## config.mk

```make
export PLATFORM = sky130hd
export DESIGN_NAME = pcc_cadence_converter
export DESIGN_NICKNAME = d
export VERILOG_FILES = /design/src/pcc_pkg.sv /design/src/pcc_cadence_converter.sv
export VERILOG_INCLUDE_DIRS = /design/src
export SDC_FILE = /design/constraint.sdc
export NUM_CORES = 1
export LEC_CHECK = 0
export ABC_AREA = 1
export BUFFER_PORTS_ARGS = -buffer_cell sky130_fd_sc_hd__buf_2
export CORE_ASPECT_RATIO = 1.75
export CORE_UTILIZATION = 50
export DETAILED_ROUTE_END_ITERATION = 8
export PLACE_DENSITY = 0.72
export SYNTH_ARGS = -nofsm -noshare
export SYNTH_HDL_FRONTEND = slang
export SYNTH_SLANG_ARGS = --single-unit
```

## constraint.sdc

```tcl
create_clock -name mclk -period 4 [get_ports mclk]
set_input_delay 0.2 -clock mclk [delete_from_list [all_inputs] [get_ports mclk]]
set_output_delay 0.2 -clock mclk [all_outputs]
set_load 0.05 [all_outputs]
```

## src/pcc_defines.svh

```systemverilog
`ifndef PCC_DEFINES_SVH
`define PCC_DEFINES_SVH
// clock and timing
`define PCC_CLK_NS 50
`define PCC_REF_WIN_NS 500
`define PCC_REF_WIN_CYC ((`PCC_REF_WIN_NS + `PCC_CLK_NS - 1) / `PCC_CLK_NS)
// cadence geometry
`define PCC_DELAY_FRAMES 4
`define PCC_SLOT_W 2
`define PCC_CADENCE_FRAMES 3'h4
`define PCC_FIELDS_SHORT 2'h2
`define PCC_FIELDS_LONG 2'h3
`define PCC_PHASE_A 2'h0
`define PCC_TC_MOD_MASK 6'h03
`define PCC_TC_OUT_GROUP 5'h05
// register map
`define PCC_ADDR_W 4
`define PCC_REG_CTRL 4'h0
`define PCC_REG_STATUS 4'h4
`define PCC_REG_FRAMES 4'h8
`define PCC_CTRL_RESET 8'h11
`define PCC_CTRL_REF_EN 0
`define PCC_CTRL_FILL_LSB 1
`define PCC_CTRL_FILL_MSB 2
`define PCC_CTRL_CHARS 3
`define PCC_CTRL_SD_OUT 4
`define PCC_CTRL_ASPECT_LSB 5
`define PCC_CTRL_ASPECT_MSB 6
`define PCC_CTRL_FILM 7
`endif

```

## src/pcc_pkg.sv

```systemverilog
package pcc_pkg;
  // timecode address
  typedef struct packed {
    logic [5:0] hours;
    logic [5:0] minutes;
    logic [5:0] seconds;
    logic [5:0] frames;
  } pcc_tc_type;

  // one progressive input frame as seen by this block
  typedef struct packed {
    logic [15:0] picture;
    logic [15:0] audio;
    pcc_tc_type tc;
  } pcc_in_frame_type;

  typedef enum logic [1:0] {PCC_FILL_BLUE, PCC_FILL_BLACK, PCC_FILL_PASS} pcc_fill_type;
  typedef enum logic [1:0] {PCC_ASPECT_ANAMORPHIC, PCC_ASPECT_LETTERBOX, PCC_ASPECT_CROP}
    pcc_aspect_type;

  // one interlaced output field
  typedef struct packed {
    logic [15:0] picture;
    logic [15:0] audio;
    pcc_tc_type tc;
    logic oddField;
    logic [1:0] cadence;
    logic lost;
    pcc_fill_type fill;
    logic chars;
    logic sdOut;
    pcc_aspect_type aspect;
    logic threeLineVitc;
  } pcc_out_field_type;

  typedef enum logic {PCC_IDLE, PCC_EMIT} pcc_emit_state_type;
endpackage : pcc_pkg

```

## src/pcc_cadence_converter.sv

```systemverilog
// Design decisions made here: strobed register access and the address map.
`timescale 1ns/100ps
`include "pcc_defines.svh"

// Behaviour
// - 23.98p input becomes 2:3 interlaced output
// - cadence from reference pulse or timecode
// - reference-marked frame becomes two-field A frame
// - marked frame leaves four frames later, two fields
// - without reference, frame number multiple of four
// - fixed four-frame latency aligns output A frames
// - audio delayed with picture, reinserted in step
// - on loss output blue, black or pass
// - timecode converted 24 to 30, retimed
// - dual-link RGB to 4:2:2 HD or SD
// - aspect anamorphic, letterbox or centre crop
// - film mode gives three-line VITC
// - video mode gives standard VITC
// - frames alternate two and three fields
module pcc_cadence_converter (
  input wire logic mclk,
  input wire logic reset_n,
  input wire logic inFrameStart,
  input wire pcc_pkg::pcc_in_frame_type inFrame,
  input wire logic refPulsePin,
  input wire logic videoPresentPin,
  output pcc_pkg::pcc_out_field_type outField,
  output logic outValid,
  input wire logic outReady,
  input wire logic [`PCC_ADDR_W-1:0] regAddr,
  input wire logic [31:0] regWdata,
  input wire logic regWr,
  input wire logic regRd,
  output logic [31:0] regRdata
);

  ////////////////////////////////////////////////////////////////////////
  // pin synchronisers and filters

  logic [1:0] pinRaw;
  logic [1:0] pinS1_r;
  logic [1:0] pinS2_r;
  logic [1:0] pinS3_r;
  logic [1:0] pinLevel_r;
  logic [1:0] pinLevelDly_r;
  assign pinRaw = {videoPresentPin, refPulsePin};

  // three flops, level accepted when second and third agree
  genvar gi;
  generate
    for (gi = 0; gi < 2; gi++) begin : gSync
      always_ff @(posedge mclk) begin
        if (!reset_n) begin
          pinS1_r[gi] <= 1'b0;
          pinS2_r[gi] <= 1'b0;
          pinS3_r[gi] <= 1'b0;
          pinLevel_r[gi] <= 1'b0;
          pinLevelDly_r[gi] <= 1'b0;
        end else begin
          pinS1_r[gi] <= pinRaw[gi];
          pinS2_r[gi] <= pinS1_r[gi];
          pinS3_r[gi] <= pinS2_r[gi];
          if (pinS2_r[gi] == pinS3_r[gi]) begin
            pinLevel_r[gi] <= pinS3_r[gi];
          end
          pinLevelDly_r[gi] <= pinLevel_r[gi];
        end
      end
    end
  endgenerate

  logic refEdge;
  logic videoLost;
  assign refEdge = pinLevel_r[0] & ~pinLevelDly_r[0];
  assign videoLost = ~pinLevel_r[1];

  ////////////////////////////////////////////////////////////////////////
  // register port

  logic [7:0] ctrl_r;
  logic [15:0] frameCount_r;
  logic overrun_r;
  logic refPresent_r;
  logic [1:0] phase_r;
  logic [1:0] bufCount_r;

  // control register write
  always_ff @(posedge mclk) begin
    if (!reset_n) begin
      ctrl_r <= `PCC_CTRL_RESET;
    end else if (regWr && regAddr == `PCC_REG_CTRL) begin
      ctrl_r <= regWdata[7:0];
    end
  end

  // read data one cycle after strobe, unmapped reads zero
  always_ff @(posedge mclk) begin
    if (!reset_n) begin
      regRdata <= 32'h0;
    end else if (regRd) begin
      case (regAddr)
        `PCC_REG_CTRL: regRdata <= {24'h0, ctrl_r};
        `PCC_REG_STATUS: regRdata <= {26'h0, bufCount_r, phase_r, videoLost, refPresent_r};
        `PCC_REG_FRAMES: regRdata <= {15'h0, overrun_r, frameCount_r};
        default: regRdata <= 32'h0;
      endcase
    end else begin
      regRdata <= 32'h0;
    end
  end

  logic refEnable;
  assign refEnable = ctrl_r[`PCC_CTRL_REF_EN];

  ////////////////////////////////////////////////////////////////////////
  // reference presence

  logic [2:0] framesSinceRef_r;
  logic [4:0] sinceStart_r;

  always_ff @(posedge mclk) begin
    if (!reset_n) begin
      framesSinceRef_r <= 3'h0;
      refPresent_r <= 1'b0;
    end else if (refEdge) begin
      framesSinceRef_r <= 3'h0;
      refPresent_r <= 1'b1;
    end else if (inFrameStart) begin
      if (framesSinceRef_r >= `PCC_CADENCE_FRAMES) begin
        refPresent_r <= 1'b0;
      end else begin
        framesSinceRef_r <= framesSinceRef_r + 3'h1;
      end
    end
  end

  // cycles since last frame start, saturating
  always_ff @(posedge mclk) begin
    if (!reset_n) begin
      sinceStart_r <= 5'h1F;
    end else if (inFrameStart) begin
      sinceStart_r <= 5'h0;
    end else if (sinceStart_r != 5'h1F) begin
      sinceStart_r <= sinceStart_r + 5'h1;
    end
  end

  ////////////////////////////////////////////////////////////////////////
  // four-frame delay line, picture audio and timecode together

  pcc_pkg::pcc_in_frame_type frameMem [`PCC_DELAY_FRAMES];
  logic [`PCC_DELAY_FRAMES-1:0] refMark_r;
  logic [`PCC_DELAY_FRAMES-1:0] filled_r;
  logic [`PCC_SLOT_W-1:0] wrSlot_r;
  logic [`PCC_SLOT_W-1:0] lastSlot;
  logic launch;
  assign lastSlot = wrSlot_r - `PCC_SLOT_W'(1);
  assign launch = inFrameStart & filled_r[wrSlot_r];

  // oldest slot read as new frame written
  // audio rides in the same slot
  always_ff @(posedge mclk) begin
    if (inFrameStart) begin
      frameMem[wrSlot_r] <= inFrame;
    end
  end

  always_ff @(posedge mclk) begin
    if (!reset_n) begin
      wrSlot_r <= '0;
      filled_r <= '0;
      frameCount_r <= 16'h0;
    end else if (inFrameStart) begin
      wrSlot_r <= wrSlot_r + `PCC_SLOT_W'(1);
      filled_r[wrSlot_r] <= 1'b1;
      frameCount_r <= frameCount_r + 16'h1;
    end
  end

  // mark the frame whose start the pulse met
  always_ff @(posedge mclk) begin
    if (!reset_n) begin
      refMark_r <= '0;
    end else if (inFrameStart) begin
      refMark_r[wrSlot_r] <= 1'b0;
    end else if (refEdge && sinceStart_r <= 5'(`PCC_REF_WIN_CYC)) begin
      refMark_r[lastSlot] <= 1'b1;
    end
  end

  ////////////////////////////////////////////////////////////////////////
  // cadence phase

  pcc_pkg::pcc_in_frame_type oldFrame;
  logic isCandidate;
  logic [1:0] phaseNxt;
  assign oldFrame = frameMem[wrSlot_r];

  // reference or timecode chooses the start
  always_comb begin
    if (refEnable && refPresent_r) begin
      isCandidate = refMark_r[wrSlot_r];
    end else begin
      isCandidate = (oldFrame.tc.frames & `PCC_TC_MOD_MASK) == 6'h0;
    end
  end

  assign phaseNxt = isCandidate ? `PCC_PHASE_A : phase_r + 2'h1;

  always_ff @(posedge mclk) begin
    if (!reset_n) begin
      phase_r <= `PCC_PHASE_A;
    end else if (launch) begin
      phase_r <= phaseNxt;
    end
  end

  // even phases two fields, odd three
  function automatic logic [1:0] fieldsFor(input logic [1:0] ph);
    fieldsFor = ph[0] ? `PCC_FIELDS_LONG : `PCC_FIELDS_SHORT;
  endfunction : fieldsFor

  ////////////////////////////////////////////////////////////////////////
  // field emitter

  pcc_pkg::pcc_emit_state_type state_r;
  pcc_pkg::pcc_in_frame_type cur_r;
  logic [1:0] fieldsLeft_r;
  logic [3:0] cadField_r;
  logic oddField_r;
  logic [4:0] groupBase_r;
  logic bufWrite;
  logic bufReady;
  pcc_pkg::pcc_out_field_type fieldNxt;

  assign bufWrite = (state_r == pcc_pkg::PCC_EMIT) & bufReady;

  // launch a delayed frame, emit its fields
  always_ff @(posedge mclk) begin
    if (!reset_n) begin
      state_r <= pcc_pkg::PCC_IDLE;
      fieldsLeft_r <= 2'h0;
      overrun_r <= 1'b0;
    end else begin
      case (state_r)
        pcc_pkg::PCC_IDLE: begin
          if (launch) begin
            fieldsLeft_r <= fieldsFor(phaseNxt);
            state_r <= pcc_pkg::PCC_EMIT;
          end
        end
        pcc_pkg::PCC_EMIT: begin
          if (launch) begin
            overrun_r <= 1'b1;
          end
          if (bufWrite) begin
            fieldsLeft_r <= fieldsLeft_r - 2'h1;
            if (fieldsLeft_r == 2'h1) begin
              state_r <= pcc_pkg::PCC_IDLE;
            end
          end
        end
        default: state_r <= pcc_pkg::PCC_IDLE;
      endcase
    end
  end

  // frame held while its fields go out
  always_ff @(posedge mclk) begin
    if (!reset_n) begin
      cur_r <= '0;
      groupBase_r <= 5'h0;
    end else if (launch && state_r == pcc_pkg::PCC_IDLE) begin
      cur_r <= oldFrame;
      // group of four film frames maps to five video frames
      groupBase_r <= 5'(oldFrame.tc.frames[4:2] * `PCC_TC_OUT_GROUP);
    end
  end

  // field position within the ten-field cadence
  always_ff @(posedge mclk) begin
    if (!reset_n) begin
      cadField_r <= 4'h0;
      oddField_r <= 1'b1;
    end else if (launch && state_r == pcc_pkg::PCC_IDLE && phaseNxt == `PCC_PHASE_A) begin
      cadField_r <= 4'h0;
    end else if (bufWrite) begin
      cadField_r <= cadField_r + 4'h1;
      oddField_r <= ~oddField_r;
    end
  end

  // output field contents
  always_comb begin
    fieldNxt = '0;
    fieldNxt.picture = cur_r.picture;
    fieldNxt.audio = cur_r.audio;
    fieldNxt.tc = cur_r.tc;
    // output frame number at 30 per second
    fieldNxt.tc.frames = {1'b0, groupBase_r + {2'h0, cadField_r[3:1]}};
    fieldNxt.oddField = oddField_r;
    fieldNxt.cadence = phase_r;
    fieldNxt.lost = videoLost;
    fieldNxt.fill = pcc_pkg::pcc_fill_type'(ctrl_r[`PCC_CTRL_FILL_MSB:`PCC_CTRL_FILL_LSB]);
    fieldNxt.chars = ctrl_r[`PCC_CTRL_CHARS];
    // HD 4:2:2 or SD output selection
    fieldNxt.sdOut = ctrl_r[`PCC_CTRL_SD_OUT];
    fieldNxt.aspect = pcc_pkg::pcc_aspect_type'(ctrl_r[`PCC_CTRL_ASPECT_MSB:`PCC_CTRL_ASPECT_LSB]);
    fieldNxt.threeLineVitc = ctrl_r[`PCC_CTRL_FILM];
  end

  ////////////////////////////////////////////////////////////////////////
  // two-entry output buffer

  pcc_pkg::pcc_out_field_type bufMem [2];
  logic bufWr_r;
  logic bufRd_r;
  logic bufRead;
  assign bufReady = bufCount_r != 2'h2;
  assign outValid = bufCount_r != 2'h0;
  assign bufRead = outValid & outReady;

  // storage write
  always_ff @(posedge mclk) begin
    if (bufWrite) begin
      bufMem[bufWr_r] <= fieldNxt;
    end
  end

  // pointers and occupancy
  always_ff @(posedge mclk) begin
    if (!reset_n) begin
      bufWr_r <= 1'b0;
      bufRd_r <= 1'b0;
      bufCount_r <= 2'h0;
    end else begin
      if (bufWrite) begin
        bufWr_r <= ~bufWr_r;
      end
      if (bufRead) begin
        bufRd_r <= ~bufRd_r;
      end
      case ({bufWrite, bufRead})
        2'b10: bufCount_r <= bufCount_r + 2'h1;
        2'b01: bufCount_r <= bufCount_r - 2'h1;
        default: bufCount_r <= bufCount_r;
      endcase
    end
  end

  // registered head of buffer
  always_ff @(posedge mclk) begin
    if (!reset_n) begin
      outField <= '0;
    end else if (bufWrite && (bufCount_r == 2'h0 || (bufCount_r == 2'h1 && bufRead))) begin
      outField <= fieldNxt;
    end else if (bufRead) begin
      outField <= bufMem[~bufRd_r];
    end
  end

endmodule : pcc_cadence_converter

```

After elaboration in Yosys (flattened, before gate mapping)
Memories as Yosys holds them, arrays and structs flattened. A register that Yosys moved wholly into a read port is not among the register bits.
Cells that the tools add are included.
- logic and storage cells: 162
- memories kept: 2
- bits in registers: 221
- ROM bits: 0
- memory bits (writable): 356
- bits in latches: 0
- shifts and indexed selects: 0
- order comparisons: 6
- bitwise gates (word level): 17
- muxes and demuxes: 35
- multipliers: 1
- add/sub/neg operators: 11
- divide/modulo/power cells: 0
- eq/ne operators: 12
- reductions and logical operators: 30
- memory list (memory ; depth ; width ; read ports ; clocked after memory_dff ; write ports ; RTL line ; RTL):
    frameMem ; 4 ; 56 ; 1 ; 1 ; 1 ; pcc_cadence_converter.sv:151 ; pcc_pkg::pcc_in_frame_type frameMem [`PCC_DELAY_FRAMES];
    bufMem ; 2 ; 66 ; 1 ; 0 ; 1 ; pcc_cadence_converter.sv:315 ; pcc_pkg::pcc_out_field_type bufMem [2];
- operators with widths (cell ; number):
    $mux W67 ; 2
    $pmux W17 S3 ; 1
    $add A16 B1 Y16 const B ; 1
    $mux W1 ; 16
    $reduce_bool A2 Y1 ; 7
    $reduce_and A2 Y1 ; 6
    $mux W2 ; 5
    $mux W5 ; 2
    $logic_and A1 B1 Y1 ; 9
    $not A1 Y1 ; 9
    $mux W4 ; 2
    $or A4 B4 Y4 ; 2
    $pmux W2 S2 ; 2
    $add A2 B1 Y2 const B ; 3
    $eq A2 B1 Y1 const B ; 3
    $logic_not A6 Y1 ; 1
    $lt A2 B3 Y1 const B ; 2
    $reduce_or A2 Y1 ; 3
    $sub A2 B1 Y2 const B ; 3
    $add A5 B1 Y5 const B ; 1
    $add A5 B3 Y5 ; 1
    $le A5 B4 Y1 const B ; 1
    $mul A3 B3 Y5 const B ; 1
    $ne A5 B5 Y1 const B ; 1
    other kinds (19) ; 28

Longest topological paths before layout
- depth in word-level cells: 8
- gate-level depth with buffers: 12
- gate-level depth less buffers: 11

Least setup slack after synthesis
OpenSTA, ideal clock, no wires.
- path type: reg2reg
- start: reg bufCount_r[0]
- end: mem bufMem[1][0] (netlist name) (enable)
- path buffers: 0
- cell stages (with the launch flop): 6
- arrival: 3863 ps
- setup slack: -356 ps
- setup time: 492 ps
- path through: dfxtp_1 -> inv_1 -> ha_1 -> nor2_8 -> clkinv_1 -> nor2_1
- word-level cells in the longest chain between the ends: 4
- ends and longest elaborated chain (what ; RTL line ; RTL):
    start: declaration ; pcc_cadence_converter.sv:85 ; logic [1:0] bufCount_r;
    start signal: assignment ; pcc_cadence_converter.sv:344 ; 2'b10: bufCount_r <= bufCount_r + 2'h1;
    start signal: assignment ; pcc_cadence_converter.sv:345 ; 2'b01: bufCount_r <= bufCount_r - 2'h1;
    start signal: assignment ; pcc_cadence_converter.sv:346 ; default: bufCount_r <= bufCount_r;
    $ne A2 B2 Y1 ; pcc_cadence_converter.sv:319 ; assign bufReady = bufCount_r != 2'h2;
    $and A1 B1 Y1 ; pcc_cadence_converter.sv:236 ; assign bufWrite = (state_r == pcc_pkg::PCC_EMIT) & bufReady;
    $mux W1 ; pcc_cadence_converter.sv:325 ; if (bufWrite) begin
    $mux W1 (not written as such) ; pcc_cadence_converter.sv:326 ; bufMem[bufWr_r] <= fieldNxt;
    end: declaration ; pcc_cadence_converter.sv:315 ;
Every way passes these cells.

Final worst setup path
- start: reg bufCount_r[0]
- end: mem bufMem[0][32] (netlist name) (enable)
Same word-level chain as after synthesis.

==> out/metrics.json <==
{
  "outcome": "completed",
  "cp_data_required_time_ps": 4270,
  "remaining_max_slew_budget_at_the_tightest_pin_pct": 39.35,
  "grt_first_pass_wirelength_um": 74950,
  "share_of_synthesized_cell_area_in_and_or_nand_and_nor_gates_pct": 12.06,
  "skew_ps": 19.91,
  "netlist_instances": 1961,
  "mostFrequentLayoutCells": "395 x sky130_fd_sc_hd__nand2_1, 352 x sky130_fd_sc_hd__edfxtp_1, 205 x sky130_fd_sc_hd__dfxtp_1, 166 x sky130_fd_sc_hd__o21ai_0, 158 x sky130_fd_sc_hd__buf_2",
  "first_global_vias": 14330,
  "worstSkewPairLatency_ps": 580,
  "detail_route.wl_per_cell_um": 17.41,
  "multiInputGateArea_sq_mm": 0.005670,
  "proportion_of_layout_cells_with_a_drive_suffix_above_1_pct": 13.30,
  "fp.coreArea_sq_mm": 0.04242,
  "slew_violations": 0,
  "dieWidth_um": 158.5,
  "net-switching-power_mw": 4.568,
  "reg_power_share_pct": 47.6,
  "maxCapViolCount": 0,
  "cell_taking_the_most_area_after_synthesis": "sky130_fd_sc_hd__edfxtp_1",
  "detailedRoute.firstIterationViolations": 1210,
  "overflow": 0,
  "synth_area_sq_mm": 0.02144,
  "place.port_buffers": 158,
  "setup_repair_after_global_routing_missed_its_margin": "no",
  "dieArea_sq_mm": 0.04374,
  "grt_util_all_layers_pct": 22.22,
  "layout.cells.most_common": "sky130_fd_sc_hd__nand2_1",
  "holdPathStages": 5,
  "antenna_violating_nets_post_route": 0,
  "finalCritPeriodShare_pct": 65.19,
  "critPathCapture": "bufMem[0][32]",
  "ys_seq_area_share_pct": 68.63,
  "max_clock_freq_ghz": 0.3835,
  "nets": 2270,
  "setup_ws_pre_cts_ps": 1386,
  "cts.repair_timing.setup_buffer_count": 0,
  "worst-path-max-fanout": 23,
  "clock_power_share_pct": 31.5,
  "ff2ff_path_depth": 6,
  "setup_crit_start_kind": "flop",
  "pwr_density_cell_mw_per_mm2": 583.3,
  "layout.filler_cells": 3394,
  "grt_max_degree": 91,
  "synth_top_family_by_area": "compound AO/OA/AOI/OAI gates",
  "cts-root-buf": "sky130_fd_sc_hd__clkbuf_16",
  "number_of_buffers_created_by_cts": 48,
  "tightestPinTransition_ps": 909.8,
  "total_leakage_power_nw": 9.534,
  "async_reset_ff_share_pct": 0,
  "setup-violations-final": 0,
  "synth-compound-area-share_pct": 12.45,
  "buffer_depth_of_the_longest_clock_path": 3,
  "critPathCaptureType": "flop",
  "clock_sinks": 559,
  "yosys.area_share.xor_xnor_pct": 0.3268,
  "die-height_um": 275.9,
  "cts-htree-levels": 2,
  "synth.mux.area_fraction_pct": 0,
  "synthTopCellsByArea": "sky130_fd_sc_hd__edfxtp_1 49%, sky130_fd_sc_hd__dfxtp_1 19%, sky130_fd_sc_hd__nand2_1 6.9%",
  "grt_antenna_before_repair": 2,
  "floorplan.initialDensity_pct": 50.55,
  "synth_seq_cells": 559,
  "area_growth_pct": 15.64,
  "clk_pin_slew_worst_paths_ps": 70,
  "worstSetupStartpoint": "bufCount_r[0]",
  "io-pin-count": 200,
  "synth.yosys.warnings": 0,
  "hold_class": "in2reg",
  "setup_slack_ps": 1392,
  "synth.avg_cell_area_sq_um": 10.93,
  "power_switching_share_pct": 31.59,
  "floorplan.rows": 100,
  "finalWorstPathRequiredPeriod_ps": 2608,
  "routed_via_density": 5.373,
  "netlist.area_leader.share_pct": 49.30,
  "finalSetupTns_ps": 0,
  "drt_drc_violations_left": 0,
  "yosys.area_share.adder_pct": 1.261,
  "synth-edff-count": 352,
  "wl_um": 47890,
  "detail_route.first_pass.iterations": 5,
  "internal_power_mw": 9.893,
  "place_hpwl_um": 30180,
  "regToRegStartpoint": "bufCount_r[0]",
  "irDropWorstVdd_uv": 414.7,
  "setup.worst_path.class": "reg2reg",
  "total_power_mw": 14.46,
  "gpl_congestion": 0.8216,
  "seq_area_sq_mm": 0.01472,
  "hold_violations": 0,
  "dominantRegCellSynth": "sky130_fd_sc_hd__edfxtp_1",
  "cp_data_arrival_time_ps": 2880,
  "power.share.combinational_pct": 20.9,
  "tritoncts": "built",
  "synth_cell_types": 38,
  "routed-via-count": 14780,
  "slack_of_the_worst_reg_to_reg_path_ps": 1390,
  "regToRegEndpoint": "bufMem[0][32]"
}
-- power by group through the flow --
| stage | registers, mW | clock network (mW) | logic, mW |
|---|---|---|---|
| 2_1_floorplan | 7.69 | 0 | 1.49 |
| 3_3_place_gp | 6.98 | 0 | 2.92 |
| 3_5_place_dp | 7.00 | 0 | 2.99 |
| 4_1_cts | 6.88 | 4.63 | 3.05 |
| 5_1_grt | 6.92 | 4.87 | 3.31 |
| 6_report | 6.88 | 4.56 | 3.03 |
-- through the flow --
stage / utilization (%) / cells / cell area [sq um] / hold slack, ps
2_1_floorplan: - / 1976 / 21500 / 297.6
3_3_place_gp: 53.24 / 2593 / 22580 / 382.3
3_5_place_dp: 53.24 / 2593 / 22580 / 394.3
4_1_cts: 58.44 / 2749 / 24790 / 0.2472
5_1_grt: 58.45 / 2751 / 24790 / 33.06
6_report: 58.45 / 2751 / 24790 / 9.443
-- routing by layer --
layer / wire length, um / track usage [%]
met1: 19120 / 26.78
met2: 25140 / 40.24
met3: 2155 / 2.786
met4: 1464 / 8.224
met5: 0 / 0
-- flip-flops by register name, summed over array words and instances, names as in the netlist, 3 cells and up, named ones only --
name,count
frameMem,220
cadField_r,4
refMark_r,4
filled_r,4
framesSinceRef_r,3
outField,66
sinceStart_r,5
bufMem,132
regRdata,17
groupBase_r,5
frameCount_r,16
cur_r,50
ctrl_r,8
-- worst min path at each step --
stage	startpoint	end	slack [ps]
finish	regAddr[2]	regRdata[0]	9
floorplan	refPulsePin	pinS1_r[0]	300
global route	regAddr[2]	regRdata[0]	30
global placement	refPulsePin	pinS1_r[0]	380
detailed placement	videoPresentPin	pinS1_r[1]	390
CTS	regAddr[2]	regRdata[0]	0.2
-- synthesized netlist by cell type, types with 3 or more instances --
master / n
sky130_fd_sc_hd__a21oi_1: 146
sky130_fd_sc_hd__inv_1: 122
sky130_fd_sc_hd__nor2_1: 148
sky130_fd_sc_hd__or2_2: 3
sky130_fd_sc_hd__nand4_1: 3
sky130_fd_sc_hd__buf_4: 18
sky130_fd_sc_hd__edfxtp_1: 352
sky130_fd_sc_hd__buf_6: 8
sky130_fd_sc_hd__o22ai_1: 56
sky130_fd_sc_hd__clkbuf_1: 74
sky130_fd_sc_hd__inv_2: 9
sky130_fd_sc_hd__o21ai_0: 166
sky130_fd_sc_hd__a31oi_1: 3
sky130_fd_sc_hd__o211ai_1: 47
sky130_fd_sc_hd__o21ai_1: 33
sky130_fd_sc_hd__ha_1: 20
sky130_fd_sc_hd__nand3_1: 52
sky130_fd_sc_hd__nand2_2: 3
sky130_fd_sc_hd__buf_2: 24
sky130_fd_sc_hd__nand3_2: 12
sky130_fd_sc_hd__o21bai_1: 23
sky130_fd_sc_hd__nor3_1: 14
sky130_fd_sc_hd__xor2_1: 7
sky130_fd_sc_hd__dfxtp_1: 207
sky130_fd_sc_hd__nand2_1: 395
-- cell families (layout without fill, tap and decap cells) --
kind of cell | count (synthesis) | count (layout)
AOI/OAI and AO/OA | 480 | 480
adders and majority gates | 21 | 21
and+or+nand+nor | 634 | 634
xor gates and xnor gates | 8 | 8
DFF | 559 | 559
buffers and inverters | 258 | 470
other | 1 | 18
-- critical path, stage by stage, from the launching register on --
cell	delay (ps)
sky130_fd_sc_hd__dfxtp_1	340
sky130_fd_sc_hd__inv_1	110
sky130_fd_sc_hd__ha_1	280
sky130_fd_sc_hd__nor2_8	230
sky130_fd_sc_hd__clkinv_1	350
sky130_fd_sc_hd__nor2_4	700
sky130_fd_sc_hd__buf_12	280
-- layout make-up --
class,count,share of cell area (%)
well taps,561,2.831
repair buffers,249,6.722
clock inverters,37,1.277
inverters,132,2.014
diodes,2,0.02019
clock buffers,52,4.905
multi-input cells,1159,22.87
flip-flops and latches,559,59.36
-- what timing repair did --
item | in CTS | in global routing
hold buffers | 67 | 0
endpoints found under the setup margin | 0 | 0
endpoints found under the hold margin | 232 | 0
resized for setup | 0 | 0
(Power assumes the default switching activity.)
